==> src/core/vipc_pkg.sv <==
// Constants shared by the vectored interrupt priority controller.
package vipc_pkg;
   // Register byte offsets on the APB bus.
   localparam logic [7:0] OFS_REQ0 = 8'h00;
   localparam logic [7:0] OFS_REQ1 = 8'h04;
   localparam logic [7:0] OFS_REQ2 = 8'h08;
   localparam logic [7:0] OFS_ENH0 = 8'h10;
   localparam logic [7:0] OFS_ENL0 = 8'h14;
   localparam logic [7:0] OFS_ENH1 = 8'h18;
   localparam logic [7:0] OFS_ENL1 = 8'h1C;
   localparam logic [7:0] OFS_ENH2 = 8'h20;
   localparam logic [7:0] OFS_ENL2 = 8'h24;
   localparam logic [7:0] OFS_CTRL = 8'h28;
   localparam logic [7:0] OFS_EDGE = 8'h2C;
   localparam logic [7:0] OFS_STAT = 8'h30;
   // Field positions.
   localparam int BIT_T1 = 6;
   localparam int BIT_T0 = 5;
   localparam int BIT_ADC = 0;
   localparam int BIT_GE = 7;
   localparam int STAT_FWD = 8;
   localparam int STAT_VEC = 16;
   // Reset values.
   localparam logic [7:0] EDGE_RST = 8'h00;
   localparam logic [4:0] NMI_RST = 5'h01;
   // Maskable sources: 0 second timer, 1 first timer, 2 converter,
   // 3..10 port A pins 7..0, 11..14 port C pins 3..0.
   localparam int SRC_N = 15;
   localparam int SRC_PA = 3;
   localparam int SRC_PC = 11;
   localparam int NMI_N = 5;
   // Enable codes.
   localparam logic [1:0] LVL_OFF = 2'h0;
   localparam logic [1:0] LVL_1 = 2'h1;
   localparam logic [1:0] LVL_3 = 2'h3;
   // Vectors of non-maskable events, index 0 (highest priority) last.
   localparam logic [15:0] VEC_RESET = 16'h0002;
   localparam logic [NMI_N-1:0][15:0] NMI_VEC = {
      16'h0006, 16'h003C, 16'h003A, 16'h0004, 16'h0002};
   // Vectors of maskable sources, index 0 last.
   localparam logic [SRC_N-1:0][15:0] SRC_VEC = {
      16'h0036, 16'h0034, 16'h0032, 16'h0030,
      16'h0026, 16'h0024, 16'h0022, 16'h0020,
      16'h001E, 16'h001C, 16'h001A, 16'h0018,
      16'h0016, 16'h000C, 16'h000A};
endpackage : vipc_pkg

==> src/core/vipc_ctrl.sv <==
// Vectored interrupt priority controller with APB register access.
//
// The register addresses and register access over APB were chosen for this implementation.
`timescale 1ns/100ps
module vipc_ctrl #(
   parameter int AW = 8
) (
   input wire logic pclk,
   input wire logic presetn,
   input wire logic [AW-1:0] paddr,
   input wire logic psel,
   input wire logic penable,
   input wire logic pwrite,
   input wire logic [31:0] pwdata,
   output logic [31:0] prdata,
   output logic pready,
   output logic pslverr,
   input wire logic timer1_req,
   input wire logic timer0_req,
   input wire logic adc_req,
   input wire logic comparator_req,
   input wire logic [7:0] port_a_pin,
   input wire logic [3:0] port_c_pin,
   input wire logic watchdog_req,
   input wire logic watchdog_irq_en,
   input wire logic posc_fail_trap,
   input wire logic wdosc_fail_trap,
   input wire logic illegal_instr_trap,
   input wire logic trap_instruction,
   input wire logic enable_irqs_instruction,
   input wire logic disable_irqs_instruction,
   input wire logic return_from_service_instruction,
   input wire logic irq_ack,
   output logic irq_to_core,
   output logic [15:0] irq_vector,
   output logic global_irq_enable_flag
);
   localparam int N = vipc_pkg::SRC_N;

   logic [N-1:0] req_q;
   logic [N-1:0] req_d;
   logic [N-1:0] en_hi_q;
   logic [N-1:0] en_lo_q;
   logic [vipc_pkg::NMI_N-1:0] nmi_q;
   logic [vipc_pkg::NMI_N-1:0] nmi_d;
   logic [7:0] edge_fall_q;
   logic ge_q;
   logic ge_d;
   logic fwd_q;
   logic fwd_d;
   logic [15:0] vec_q;
   logic [15:0] vec_d;
   logic sel_nmi_q;
   logic sel_nmi_d;
   logic [3:0] sel_idx_q;
   logic [3:0] sel_idx_d;
   logic pready_q;
   logic pslverr_q;
   logic [31:0] prdata_q;
   logic [31:0] rd_data;
   logic rd_hit;
   logic [7:0] pa_pulse;
   logic [3:0] pc_pulse;
   logic [N-1:0] hw_set;
   logic [N-1:0] wr_mask;
   logic [N-1:0] wr_val;
   logic [N-1:0] ack_clr;
   logic [N-1:0] mask_cand;
   logic [7:0] img_req0;
   logic [7:0] img_req1;
   logic [7:0] img_req2;
   logic [7:0] img_h0;
   logic [7:0] img_h1;
   logic [7:0] img_h2;
   logic [7:0] img_l0;
   logic [7:0] img_l1;
   logic [7:0] img_l2;
   logic acc;
   logic wr_en;
   logic ack_ok;
   logic ge_set;
   logic ge_clr;

   // GPIO edge detection: port A selectable, port C on both edges.
   vipc_edge_detect #(.WIDTH(8), .BOTH_EDGES(1'b0)) u_port_a (
      .pclk(pclk),
      .presetn(presetn),
      .pin_in(port_a_pin),
      .fall_sel(edge_fall_q),
      .edge_pulse(pa_pulse)
   );
   vipc_edge_detect #(.WIDTH(4), .BOTH_EDGES(1'b1)) u_port_c (
      .pclk(pclk),
      .presetn(presetn),
      .pin_in(port_c_pin),
      .fall_sel(4'h0),
      .edge_pulse(pc_pulse)
   );

   // Bus access strobes and address decode.
   assign acc = psel & penable & pready_q;
   assign wr_en = acc & pwrite;
   assign ack_ok = irq_ack & fwd_q;
   logic wr_req0, wr_req1, wr_req2, wr_h0, wr_h1, wr_h2;
   logic wr_l0, wr_l1, wr_l2, wr_ctrl, wr_edge;
   assign wr_req0 = wr_en && paddr == AW'(vipc_pkg::OFS_REQ0);
   assign wr_req1 = wr_en && paddr == AW'(vipc_pkg::OFS_REQ1);
   assign wr_req2 = wr_en && paddr == AW'(vipc_pkg::OFS_REQ2);
   assign wr_h0 = wr_en && paddr == AW'(vipc_pkg::OFS_ENH0);
   assign wr_l0 = wr_en && paddr == AW'(vipc_pkg::OFS_ENL0);
   assign wr_h1 = wr_en && paddr == AW'(vipc_pkg::OFS_ENH1);
   assign wr_l1 = wr_en && paddr == AW'(vipc_pkg::OFS_ENL1);
   assign wr_h2 = wr_en && paddr == AW'(vipc_pkg::OFS_ENH2);
   assign wr_l2 = wr_en && paddr == AW'(vipc_pkg::OFS_ENL2);
   assign wr_ctrl = wr_en && paddr == AW'(vipc_pkg::OFS_CTRL);
   assign wr_edge = wr_en && paddr == AW'(vipc_pkg::OFS_EDGE);

   // Hardware request pulses per source; comparator merges with pin six.
   assign hw_set[0] = timer1_req;
   assign hw_set[1] = timer0_req;
   assign hw_set[2] = adc_req;
   assign hw_set[vipc_pkg::SRC_PA+1] = pa_pulse[6] | comparator_req;
   assign hw_set[vipc_pkg::SRC_PA] = pa_pulse[7];
   assign hw_set[vipc_pkg::SRC_PA+7:vipc_pkg::SRC_PA+2] = {
      pa_pulse[0], pa_pulse[1], pa_pulse[2],
      pa_pulse[3], pa_pulse[4], pa_pulse[5]};
   assign hw_set[vipc_pkg::SRC_PC+3:vipc_pkg::SRC_PC] = {
      pc_pulse[0], pc_pulse[1], pc_pulse[2], pc_pulse[3]};

   // Register images: source index order maps onto register bits in reverse order.
   function automatic logic [7:0] img0(input logic [N-1:0] v);
      logic [7:0] r;
      r = 8'h00;
      r[vipc_pkg::BIT_T1] = v[0];
      r[vipc_pkg::BIT_T0] = v[1];
      r[vipc_pkg::BIT_ADC] = v[2];
      return r;
   endfunction : img0
   function automatic logic [7:0] img1(input logic [N-1:0] v);
      logic [7:0] r;
      r = 8'h00;
      for (int p = 0; p < 8; p++)
         r[p] = v[vipc_pkg::SRC_PA+7-p];
      return r;
   endfunction : img1
   function automatic logic [7:0] img2(input logic [N-1:0] v);
      logic [7:0] r;
      r = 8'h00;
      for (int p = 0; p < 4; p++)
         r[p] = v[vipc_pkg::SRC_PC+3-p];
      return r;
   endfunction : img2
   // Scatter a written byte of one register group back onto sources.
   function automatic logic [N-1:0] spread(input logic s0, input logic s1,
      input logic s2, input logic [7:0] d);
      logic [N-1:0] r;
      r = '0;
      if (s0)
      begin
         r[0] = d[vipc_pkg::BIT_T1];
         r[1] = d[vipc_pkg::BIT_T0];
         r[2] = d[vipc_pkg::BIT_ADC];
      end
      for (int p = 0; p < 8; p++)
         if (s1)
            r[vipc_pkg::SRC_PA+7-p] = d[p];
      for (int p = 0; p < 4; p++)
         if (s2)
            r[vipc_pkg::SRC_PC+3-p] = d[p];
      return r;
   endfunction : spread

   assign img_req0 = img0(req_q);
   assign img_req1 = img1(req_q);
   assign img_req2 = img2(req_q);
   assign img_h0 = img0(en_hi_q);
   assign img_h1 = img1(en_hi_q);
   assign img_h2 = img2(en_hi_q);
   assign img_l0 = img0(en_lo_q);
   assign img_l1 = img1(en_lo_q);
   assign img_l2 = img2(en_lo_q);
   assign wr_mask = spread(wr_req0, wr_req1, wr_req2, 8'hFF);
   assign wr_val = spread(wr_req0, wr_req1, wr_req2, pwdata[7:0]);

   // Request bits: a hardware pulse wins over any same-cycle clear.
   always_comb
   begin
      ack_clr = '0;
      if (ack_ok && !sel_nmi_q)
         ack_clr[sel_idx_q] = 1'b1;
   end
   assign req_d = hw_set
      | (wr_mask & wr_val)
      | (req_q & ~(wr_mask & ~wr_val) & ~ack_clr);

   // Non-maskable events are sticky until their acknowledge.
   always_comb
   begin
      nmi_d = nmi_q;
      if (ack_ok && sel_nmi_q)
         nmi_d[sel_idx_q[2:0]] = 1'b0;
      nmi_d = nmi_d | {illegal_instr_trap, wdosc_fail_trap, posc_fail_trap,
         watchdog_req & watchdog_irq_en, 1'b0};
   end

   // Global enable: set events win over clear events in the same cycle.
   assign ge_set = enable_irqs_instruction | return_from_service_instruction
      | (wr_ctrl & pwdata[vipc_pkg::BIT_GE]);
   assign ge_clr = disable_irqs_instruction | ack_ok | trap_instruction
      | illegal_instr_trap | posc_fail_trap | wdosc_fail_trap
      | (wr_ctrl & ~pwdata[vipc_pkg::BIT_GE]);
   assign ge_d = ge_set | (ge_q & ~ge_clr);

   // Arbitration: non-maskable first, then highest level, then order.
   always_comb
   begin
      logic [1:0] best;
      logic [1:0] lvl;
      best = vipc_pkg::LVL_OFF;
      lvl = vipc_pkg::LVL_OFF;
      sel_nmi_d = 1'b0;
      sel_idx_d = 4'h0;
      vec_d = 16'h0000;
      mask_cand = req_q & (en_hi_q | en_lo_q) & {N{ge_q}};
      for (int i = 0; i < N; i++)
      begin
         lvl = {en_hi_q[i], en_lo_q[i]};
         if (mask_cand[i] && lvl > best)
         begin
            best = lvl;
            sel_idx_d = 4'(i);
            vec_d = vipc_pkg::SRC_VEC[i];
         end
      end
      for (int k = vipc_pkg::NMI_N - 1; k >= 0; k--)
      begin
         if (nmi_q[k])
         begin
            sel_nmi_d = 1'b1;
            sel_idx_d = 4'(k);
            vec_d = vipc_pkg::NMI_VEC[k];
         end
      end
      fwd_d = (sel_nmi_d | (|mask_cand)) & ~ack_ok;
   end

   // Read data selection.
   always_comb
   begin
      rd_hit = 1'b1;
      rd_data = 32'h0000_0000;
      if (paddr == AW'(vipc_pkg::OFS_REQ0))
         rd_data[7:0] = img_req0;
      else if (paddr == AW'(vipc_pkg::OFS_REQ1))
         rd_data[7:0] = img_req1;
      else if (paddr == AW'(vipc_pkg::OFS_REQ2))
         rd_data[7:0] = img_req2;
      else if (paddr == AW'(vipc_pkg::OFS_ENH0))
         rd_data[7:0] = img_h0;
      else if (paddr == AW'(vipc_pkg::OFS_ENL0))
         rd_data[7:0] = img_l0;
      else if (paddr == AW'(vipc_pkg::OFS_ENH1))
         rd_data[7:0] = img_h1;
      else if (paddr == AW'(vipc_pkg::OFS_ENL1))
         rd_data[7:0] = img_l1;
      else if (paddr == AW'(vipc_pkg::OFS_ENH2))
         rd_data[7:0] = img_h2;
      else if (paddr == AW'(vipc_pkg::OFS_ENL2))
         rd_data[7:0] = img_l2;
      else if (paddr == AW'(vipc_pkg::OFS_CTRL))
         rd_data[vipc_pkg::BIT_GE] = ge_q;
      else if (paddr == AW'(vipc_pkg::OFS_EDGE))
         rd_data[7:0] = edge_fall_q;
      else if (paddr == AW'(vipc_pkg::OFS_STAT))
         rd_data = {vec_q, 7'h00, fwd_q, 3'h0, nmi_q};
      else
         rd_hit = 1'b0;
   end

   // Bus slave: answer comes one cycle after setup, with no wait.
   always_ff @(posedge pclk or negedge presetn)
   begin
      if (!presetn)
      begin
         pready_q <= 1'b0;
         pslverr_q <= 1'b0;
         prdata_q <= 32'h0000_0000;
      end
      else if (psel && !penable)
      begin
         pready_q <= 1'b1;
         pslverr_q <= ~rd_hit;
         prdata_q <= pwrite ? 32'h0000_0000 : rd_data;
      end
      else if (acc)
      begin
         pready_q <= 1'b0;
         pslverr_q <= 1'b0;
      end
   end

   // Configuration registers.
   always_ff @(posedge pclk or negedge presetn)
   begin
      if (!presetn)
      begin
         en_hi_q <= '0;
         en_lo_q <= '0;
         edge_fall_q <= vipc_pkg::EDGE_RST;
      end
      else
      begin
         en_hi_q <= (en_hi_q & ~spread(wr_h0, wr_h1, wr_h2, 8'hFF))
            | spread(wr_h0, wr_h1, wr_h2, pwdata[7:0]);
         en_lo_q <= (en_lo_q & ~spread(wr_l0, wr_l1, wr_l2, 8'hFF))
            | spread(wr_l0, wr_l1, wr_l2, pwdata[7:0]);
         if (wr_edge)
            edge_fall_q <= pwdata[7:0];
      end
   end

   // Pending state and outputs toward the core.
   always_ff @(posedge pclk or negedge presetn)
   begin
      if (!presetn)
      begin
         req_q <= '0;
         nmi_q <= vipc_pkg::NMI_RST;
         ge_q <= 1'b0;
         fwd_q <= 1'b0;
         vec_q <= 16'h0000;
         sel_nmi_q <= 1'b0;
         sel_idx_q <= 4'h0;
      end
      else
      begin
         req_q <= req_d;
         nmi_q <= nmi_d;
         ge_q <= ge_d;
         fwd_q <= fwd_d;
         vec_q <= vec_d;
         sel_nmi_q <= sel_nmi_d;
         sel_idx_q <= sel_idx_d;
      end
   end

   assign prdata = prdata_q;
   assign pready = pready_q;
   assign pslverr = pslverr_q;
   assign irq_to_core = fwd_q;
   assign irq_vector = vec_q;
   assign global_irq_enable_flag = ge_q;

   // Checks on the arbitration and flag behaviour.
   ack_clears_req_a: assert property (@(posedge pclk) disable iff (!presetn)
      ack_ok && !sel_nmi_q && !hw_set[sel_idx_q] && !wr_req0 && !wr_req1
      && !wr_req2 |=> !req_q[$past(sel_idx_q)])
      else $error("Acknowledged request bit stayed set.");
   ack_drops_ge_a: assert property (@(posedge pclk) disable iff (!presetn)
      ack_ok && !ge_set |=> !ge_q)
      else $error("Global enable survived an acknowledge.");
   ei_sets_ge_a: assert property (@(posedge pclk) disable iff (!presetn)
      enable_irqs_instruction |=> ge_q)
      else $error("Enable instruction did not set global enable.");
   pulse_capture_a: assert property (@(posedge pclk) disable iff (!presetn)
      timer1_req |=> req_q[0])
      else $error("Timer pulse was not captured.");
   cmp_merge_a: assert property (@(posedge pclk) disable iff (!presetn)
      comparator_req |=> req_q[vipc_pkg::SRC_PA+1])
      else $error("Comparator pulse missed the shared bit.");
   no_fwd_off_a: assert property (@(posedge pclk) disable iff (!presetn)
      fwd_q && !sel_nmi_q |-> $past(ge_q))
      else $error("Maskable request forwarded while disabled.");
   nmi_first_a: assert property (@(posedge pclk) disable iff (!presetn)
      (|nmi_q) && !ack_ok |=> fwd_q && sel_nmi_q)
      else $error("Non-maskable event not placed first.");
   reset_vec_a: assert property (@(posedge pclk) disable iff (!presetn)
      nmi_q[0] && !ack_ok |=> irq_vector == vipc_pkg::VEC_RESET)
      else $error("Reset vector not presented.");
   lvl3_wins_a: assert property (@(posedge pclk) disable iff (!presetn)
      (|(mask_cand & en_hi_q & en_lo_q)) && !(|nmi_q) && !ack_ok
      && !wr_en
      |=> fwd_q && en_hi_q[sel_idx_q] && en_lo_q[sel_idx_q])
      else $error("Level three request lost arbitration.");
   maskable_ack_c: cover property (@(posedge pclk) disable iff (!presetn)
      ack_ok && !sel_nmi_q);
   nmi_ack_c: cover property (@(posedge pclk) disable iff (!presetn)
      ack_ok && sel_nmi_q && sel_idx_q != 4'h0);
   sw_raise_c: cover property (@(posedge pclk) disable iff (!presetn)
      (|(wr_mask & wr_val)) ##1 fwd_q);
endmodule : vipc_ctrl

==> src/core/vipc_edge_detect.sv <==
// Pin synchroniser and edge detector that emits one-cycle request pulses.
`timescale 1ns/100ps
module vipc_edge_detect #(
   parameter int WIDTH = 8,
   parameter bit BOTH_EDGES = 1'b0
) (
   input wire logic pclk,
   input wire logic presetn,
   input wire logic [WIDTH-1:0] pin_in,
   input wire logic [WIDTH-1:0] fall_sel,
   output logic [WIDTH-1:0] edge_pulse
);
   logic [WIDTH-1:0] sync1_q;
   logic [WIDTH-1:0] sync2_q;
   logic [WIDTH-1:0] prev_q;
   logic [WIDTH-1:0] pulse_q;
   logic [WIDTH-1:0] rise;
   logic [WIDTH-1:0] fall;
   logic [WIDTH-1:0] hit_d;

   // Edge terms look only at the second stage and its delayed copy.
   assign rise = sync2_q & ~prev_q;
   assign fall = ~sync2_q & prev_q;
   assign hit_d = BOTH_EDGES ? (rise | fall) :
      ((fall & fall_sel) | (rise & ~fall_sel));
   assign edge_pulse = pulse_q;

   // Two-stage synchroniser, edge history and registered pulse.
   always_ff @(posedge pclk or negedge presetn)
   begin
      if (!presetn)
      begin
         sync1_q <= '0;
         sync2_q <= '0;
         prev_q <= '0;
         pulse_q <= '0;
      end
      else
      begin
         sync1_q <= pin_in;
         sync2_q <= sync1_q;
         prev_q <= sync2_q;
         pulse_q <= hit_d;
      end
   end

   pulse_cause_a: assert property (@(posedge pclk) disable iff (!presetn)
      (|pulse_q) |-> $past(sync2_q != prev_q))
      else $error("Edge pulse without a pin change.");
endmodule : vipc_edge_detect

==> config.mk <==
export PLATFORM = sky130hd
export DESIGN_NAME = vipc_ctrl
export DESIGN_NICKNAME = d
export VERILOG_FILES = /design/src/core/vipc_pkg.sv /design/src/core/vipc_ctrl.sv /design/src/core/vipc_edge_detect.sv
export SDC_FILE = /design/constraint.sdc
export NUM_CORES = 1
export LEC_CHECK = 0
export BUFFER_PORTS_ARGS = -buffer_cell sky130_fd_sc_hd__buf_4
export CAP_MARGIN = 5
export CORE_MARGIN = 5
export CORE_UTILIZATION = 61
export CTS_CLUSTER_DIAMETER = 40
export DETAILED_ROUTE_END_ITERATION = 6
export PLACE_DENSITY_LB_ADDON = 0.3
export SYNTH_ARGS = -nofsm -noshare
export SYNTH_HDL_FRONTEND = slang
export SYNTH_SLANG_ARGS = --single-unit
==> constraint.sdc <==
create_clock -name pclk -period 40.6 [get_ports pclk]
set_input_delay 8.12 -clock pclk [delete_from_list [all_inputs] [get_ports pclk]]
set_output_delay 8.12 -clock pclk [all_outputs]
set_load 0.03 [all_outputs]
Word level (Yosys, flattened, before mapping) --
Index checks and enable logic that the tools add are counted.
Word-level totals: bits in registers 163, input bits 71
Operators by class: reduce and logical (&&, ||, !) cells 36, equal/unequal tests 11, bitwise gates (word level) 58, $lt $le $gt $ge 19, multiplexer cells 152
Operator list (number):
- 16-bit two-way mux | 19
- 24-bit two-way mux | 11
- 15-bit bitwise AND | 8
- 8-bit two-way mux | 10
- 4-bit two-way mux | 19
- 15-bit NOT | 5
- 15-bit bitwise OR | 5
- 1-bit two-way mux | 66
- 32-bit two-way mux | 2
- 8-bit by 6-bit == test with 1-bit output, second input constant | 5
- 8-bit bitwise AND | 4
- 8-bit by 5-bit == test with 1-bit output, second input constant | 4
- 1-bit logical AND | 31
- 2-bit > comparator | 14
- 2-bit two-way mux | 14
- 8-bit NOT | 3
- 3-bit two-way mux | 6
- 15-bit two-way mux | 1
- 15-bit OR reduction | 1
- 1-bit bitwise OR | 11
- 1-bit bitwise AND | 9
- 4-bit bitwise AND | 2
- 8-bit by 3-bit == test with 1-bit output, second input constant | 1
- 8-bit by 4-bit == test with 1-bit output, second input constant | 1
- 19 further kinds | 24

Depth between registers and ports, before layout --
depth after elaboration 52, gate-level depth with buffers 88

By module --
Synthesis repeated with hierarchy kept, for this count alone.
Second synthesis, totals: cells, all modules 682, area total of the unflattened synthesis 7093.1 um^2
By module, submodules not included:
- vipc_ctrl | seq. area each 2153.3 um^2, cells an instance 606, times used 1, area an instance 5676.7 um^2
- vipc_edge_detect (u_port_a) | seq. area each 800.8 um^2, cells an instance 56, times used 1, area an instance 980.9 um^2
- vipc_edge_detect (u_port_c) | seq. area each 400.4 um^2, cells an instance 20, times used 1, area an instance 435.4 um^2

Worst setup path after synthesis --
Ideal clock, no wire load.
path kind reg2reg, from register ge_q (netlist: global_irq_enable_flag), to register vec_q[1] (netlist: irq_vector[1]), required time 40.512 ns, clock period less this slack 16.524 ns, path slack 24.076 ns, arrival 16.436 ns, cell stages (with the launch flop) 84, buffers on the path 1, path through dfrtp_1 buf_2 and3_2 inv_1 ha_1 nand2b_2 a221o_2 mux2_4 ha_1 o21ai_0 mux2_2 a21bo_4 nand2_1 ha_1 or4b_1 and2_1 a31oi_4 ha_1 (+48 left out) nand4_1 o22ai_1 a211oi_2 a21oi_1 ha_1 a211o_1 o21ai_0 o22ai_1 ha_1 nand2b_1 a221o_1 nand2b_1 a21oi_1 nor2_1 nor2_1 a31oi_1 o21ai_0 a41oi_1
On the way: word-level cells in the longest chain between the ends 50, elaborated cells on any way between the ends 64, classes of those cells 14 x order compare; 34 x mux; 1 x bitwise; 15 x reduce/logical
Ends and longest elaborated chain:
- start, declared | line vipc_ctrl.sv:47 | logic ge_q;
- start signal, assigned | line vipc_ctrl.sv:339 | ge_q <= ge_d;
- 15-bit bitwise AND (*) | line vipc_ctrl.sv:224 | mask_cand = req_q & (en_hi_q | en_lo_q) & {N{ge_q}};
- 1-bit logical AND | line vipc_ctrl.sv:228 | if (mask_cand[i] && lvl > best)
- 2-bit two-way mux | line vipc_ctrl.sv:228
- 2-bit > comparator | line vipc_ctrl.sv:228
- 1-bit logical AND | line vipc_ctrl.sv:228
- 2-bit two-way mux | line vipc_ctrl.sv:228
- 2-bit > comparator | line vipc_ctrl.sv:228
- 1-bit logical AND | line vipc_ctrl.sv:228
- (+31 left out)
- 2-bit > comparator | line vipc_ctrl.sv:228
- 1-bit logical AND | line vipc_ctrl.sv:228
- 2-bit two-way mux | line vipc_ctrl.sv:228
- 2-bit > comparator | line vipc_ctrl.sv:228
- 1-bit logical AND | line vipc_ctrl.sv:228
- 16-bit two-way mux (*) | line vipc_ctrl.sv:228
- 16-bit two-way mux (*) (5 in a row) | line vipc_ctrl.sv:237 | if (nmi_q[k])
- named net vec_d[1] | line vipc_ctrl.sv:52 | logic [15:0] vec_d;
- end signal, assigned | line vipc_ctrl.sv:341 | vec_q <= vec_d;
- end, declared | line vipc_ctrl.sv:51 | logic [15:0] vec_q;
The timed path passes the listed nets; every way through them passes the cells marked *. A chain may end at the register's enable or synchronous reset.

Final worst setup path --
from register req_q[0], to register vec_q[1] (netlist: irq_vector[1])
On the way: word-level cells in the longest chain between the ends 51, elaborated cells on any way between the ends 65, classes of those cells 14 x order compare; 34 x mux; 2 x bitwise; 15 x reduce/logical
Ends and longest elaborated chain:
- start, declared | line vipc_ctrl.sv:40 | logic [N-1:0] req_q;
- start signal, assigned | line vipc_ctrl.sv:337 | req_q <= req_d;
- 15-bit bitwise AND (*) (2 in a row) | line vipc_ctrl.sv:224
- 1-bit logical AND (*) | line vipc_ctrl.sv:228
- 2-bit two-way mux | line vipc_ctrl.sv:228
- 2-bit > comparator | line vipc_ctrl.sv:228
- 1-bit logical AND | line vipc_ctrl.sv:228
- 2-bit two-way mux | line vipc_ctrl.sv:228
- 2-bit > comparator | line vipc_ctrl.sv:228
- 1-bit logical AND | line vipc_ctrl.sv:228
- (+31 left out)
- 2-bit > comparator | line vipc_ctrl.sv:228
- 1-bit logical AND | line vipc_ctrl.sv:228
- 2-bit two-way mux | line vipc_ctrl.sv:228
- 2-bit > comparator | line vipc_ctrl.sv:228
- 1-bit logical AND | line vipc_ctrl.sv:228
- 16-bit two-way mux (*) | line vipc_ctrl.sv:228
- 16-bit two-way mux (*) (5 in a row) | line vipc_ctrl.sv:237
- named net vec_d[1] | line vipc_ctrl.sv:52
Marks and branches as above.

==> flow_summary.toml <==
[run_status]
status = "complete, no violations"

[pwr]
irDropWorstVdd_mv = 0.0440
powerDensity_mw_per_mm2 = 41.0
p_leak_nw = 3.71

[yosys]
synth_ff_type = "dfrtp_1"
synth_top_area_frac = 0.466
yosys_warnings = 0
ys_seq_area_frac = 0.469
synthArstFlopShare = 1.00
post_synth_num_cell_types = 84
netlist_area_sq_mm = 0.00715
synth_edf_count = 0
synth_seq_cells = 134
netlist_instances = 704
yosys-top-cells-area = "dfrtp_1 47%, mux2_2 6.1%, nand2_1 3.8%"
avgSynthCellArea_sq_um = 10.2
yosysTopAreaCell = "dfrtp_1"

[clock_tree]
cts_tree = "built"
clk_latency_ns = 0.42
cts_root_buf = "clkbuf_16"
clock_sinks = 134
ctsHoldBuffers = 0
post-cts-setup-buffers = 0
ctsResizeCount = 0
cts_max_path_buffers = 2
clkTransAtPathRegs_ns = 0.06
numCtsBuffers = 17
htree_levels = 4

[global_routing]
track_usage = 0.291
first_global_vias = 5960
grt_pass1_wl_um = 32100
antenna_found_initial = 0
gr-total-overflow = 0
grt_max_degree = 71

[floorplan]
fp-row-count = 39
die-area_sq_mm = 0.0140
core_area_sq_mm = 0.0115
start_util = 0.623
die_width_um = 118
pin_count = 123
die_h_um = 118

[sta]
finalCriticalPeriod_ns = 18.83
fmax_mhz = 53.1
worst_pin_slew_ns = 1.11
skew_ns = 0.00502
min_period_over_period = 0.464
rsz0062_at_grt = "no"
final_max_slew_viol_count = 0
finalSetupTns_ns = 0
setup_viol = 0
hold_violations = 0
max-slew-margin-rel = 0.253

[placed_design]
dpl.hpwl_um = 14800
gp_congestion = 0.955
post_dp_cell_area_sq_mm = 0.00766
portBuffers = 69

[route]
post_drt_wl_per_cell_um = 22.0
num_vias = 6113
dr.pass1.iters = 6
via_per_inst = 6.59
drt-total-wl_um = 20400
drc_errors = 0
ant_nets = 0
drt_iter0_markers = 647

[critical_path]
r2r_cells = 83
crit_arrival_ns = 19.16
worstPathRequired_ns = 40.93
max_stage_delay_ns = 0.58
worstSetupEndpointType = "register"
startpoint_type = "register"
worstSetupPathType = "reg2reg"
crit_slowest_cell = "or4b_1"
cp_max_fo = 8

[worst_hold_path]
whs_path_depth = 0
hold_path.class = "reg2reg"

[finish]
area_delta_synth_final_pct = 15.4
nNetsFinal = 859
n_antenna_cell = 0
drive_gt1_frac = 0.222
fillers = 824
final_area_sq_mm = 0.00824

[flow_run]
cap_violations = 0
## cells in the mapped netlist (14+ instances only)
cell and count:
a21oi_1 34, buf_4 29, clkbuf_1 18, dfrtp_1 133
ha_1 17, inv_1 26, mux2_2 39, nand2_1 72
nand3_1 14, nor2_1 48, nor3_1 15, o211ai_1 14
o21ai_0 53
## cells in the final DEF, fill, tap and decap left out, types with 4 or more instances in the layout
cell type and n:
nor3_1 15, o211ai_1 14, ha_1 17, nand3_1 14, o21ai_0 53, or2_2 8, a21o_1 7, a31oi_1 8
a22o_1 9, dfrtp_1 133, mux2i_1 4, a221oi_1 8, conb_1 29, mux2_2 39, buf_4 70, clkbuf_16 17
a21oi_1 34, a32o_1 4, and3_1 10, nand4_1 8, o31ai_1 7, xor2_1 4, nand2_1 72, nor2_1 48
inv_1 26, nand2b_1 10, nor4_1 7, a22oi_1 6, a221o_1 5
## cell type report
type | count | area [sq um] | area share
clock inverter | 13 | 148 | 0.0179
tap | 143 | 179 | 0.0217
clock buffer | 19 | 433 | 0.0525
inverter | 26 | 97.6 | 0.0118
timing repair buffer | 71 | 537 | 0.0651
sequential | 134 | 3350 | 0.407
multi-input combinational | 521 | 3490 | 0.424
## per-layer routing
metal  vias up  share of wire  routed length (um)  GRT usage
met3        65          0.096                1960     0.0535
met2       355           0.47                9670      0.459
met5         -              0                   0          0
met4         0          0.043                 883      0.144
li1       2701              -                   -          -
met1      2992           0.39                7850      0.389
## critical path, delay by kind of cell, from the launching register on
kind | cells | cell delay (ns)
DFF | 1 | 0.46
muxes | 3 | 1.00
AOI/OAI and AO/OA | 30 | 6.57
and+or+nand+nor | 31 | 5.64
buffers and inverters | 2 | 0.18
adders and majority gates | 17 | 4.89
## cells by family after synthesis
group | Yosys count | synth area share
and+or+nand+nor | 213 | 0.143
other | 1 | 0.000525
DFF | 134 | 0.469
buffers and inverters | 77 | 0.0562
adders and majority gates | 20 | 0.0341
AOI/OAI and AO/OA | 210 | 0.221
xor gates and xnor gates | 4 | 0.00490
muxes | 45 | 0.0713
## path summary, 6_finish.rpt
check | startpoint | endpoint | slack (ns)
max reg2reg | req_q[0] | irq_vector[1] | 21.77
max in group asynchronous | presetn | u_port_c.sync2_q[1] | 31.63
min in group asynchronous | presetn | asynchronous set/reset pin | 7.67
min | u_port_a.sync1_q[0] | u_port_a.sync2_q[0] | 0.35
max | req_q[0] | irq_vector[1] | 21.77
min reg2reg | u_port_a.sync1_q[0] | u_port_a.sync2_q[0] | 0.35
## through the flow
step	std cells	power [mW]	setup slack [ns]	utilization	hold slack, ns
after floorplan	732	0.172	24.08	-	0.331
after global placement	895	0.187	22.80	0.668	0.334
after detailed placement	895	0.188	22.16	0.668	0.336
after CTS	927	0.338	22.05	0.719	0.351
after global routing	927	0.350	20.66	0.719	0.367
final	927	0.338	21.77	0.719	0.348
## where the power goes
group	switching, mW	internal (mW)
Combinational	0.0260	0.0120
Clock	0.0602	0.0912
Sequential	0.00804	0.140
Total	0.0942	0.244
(Power assumes the default switching activity.)
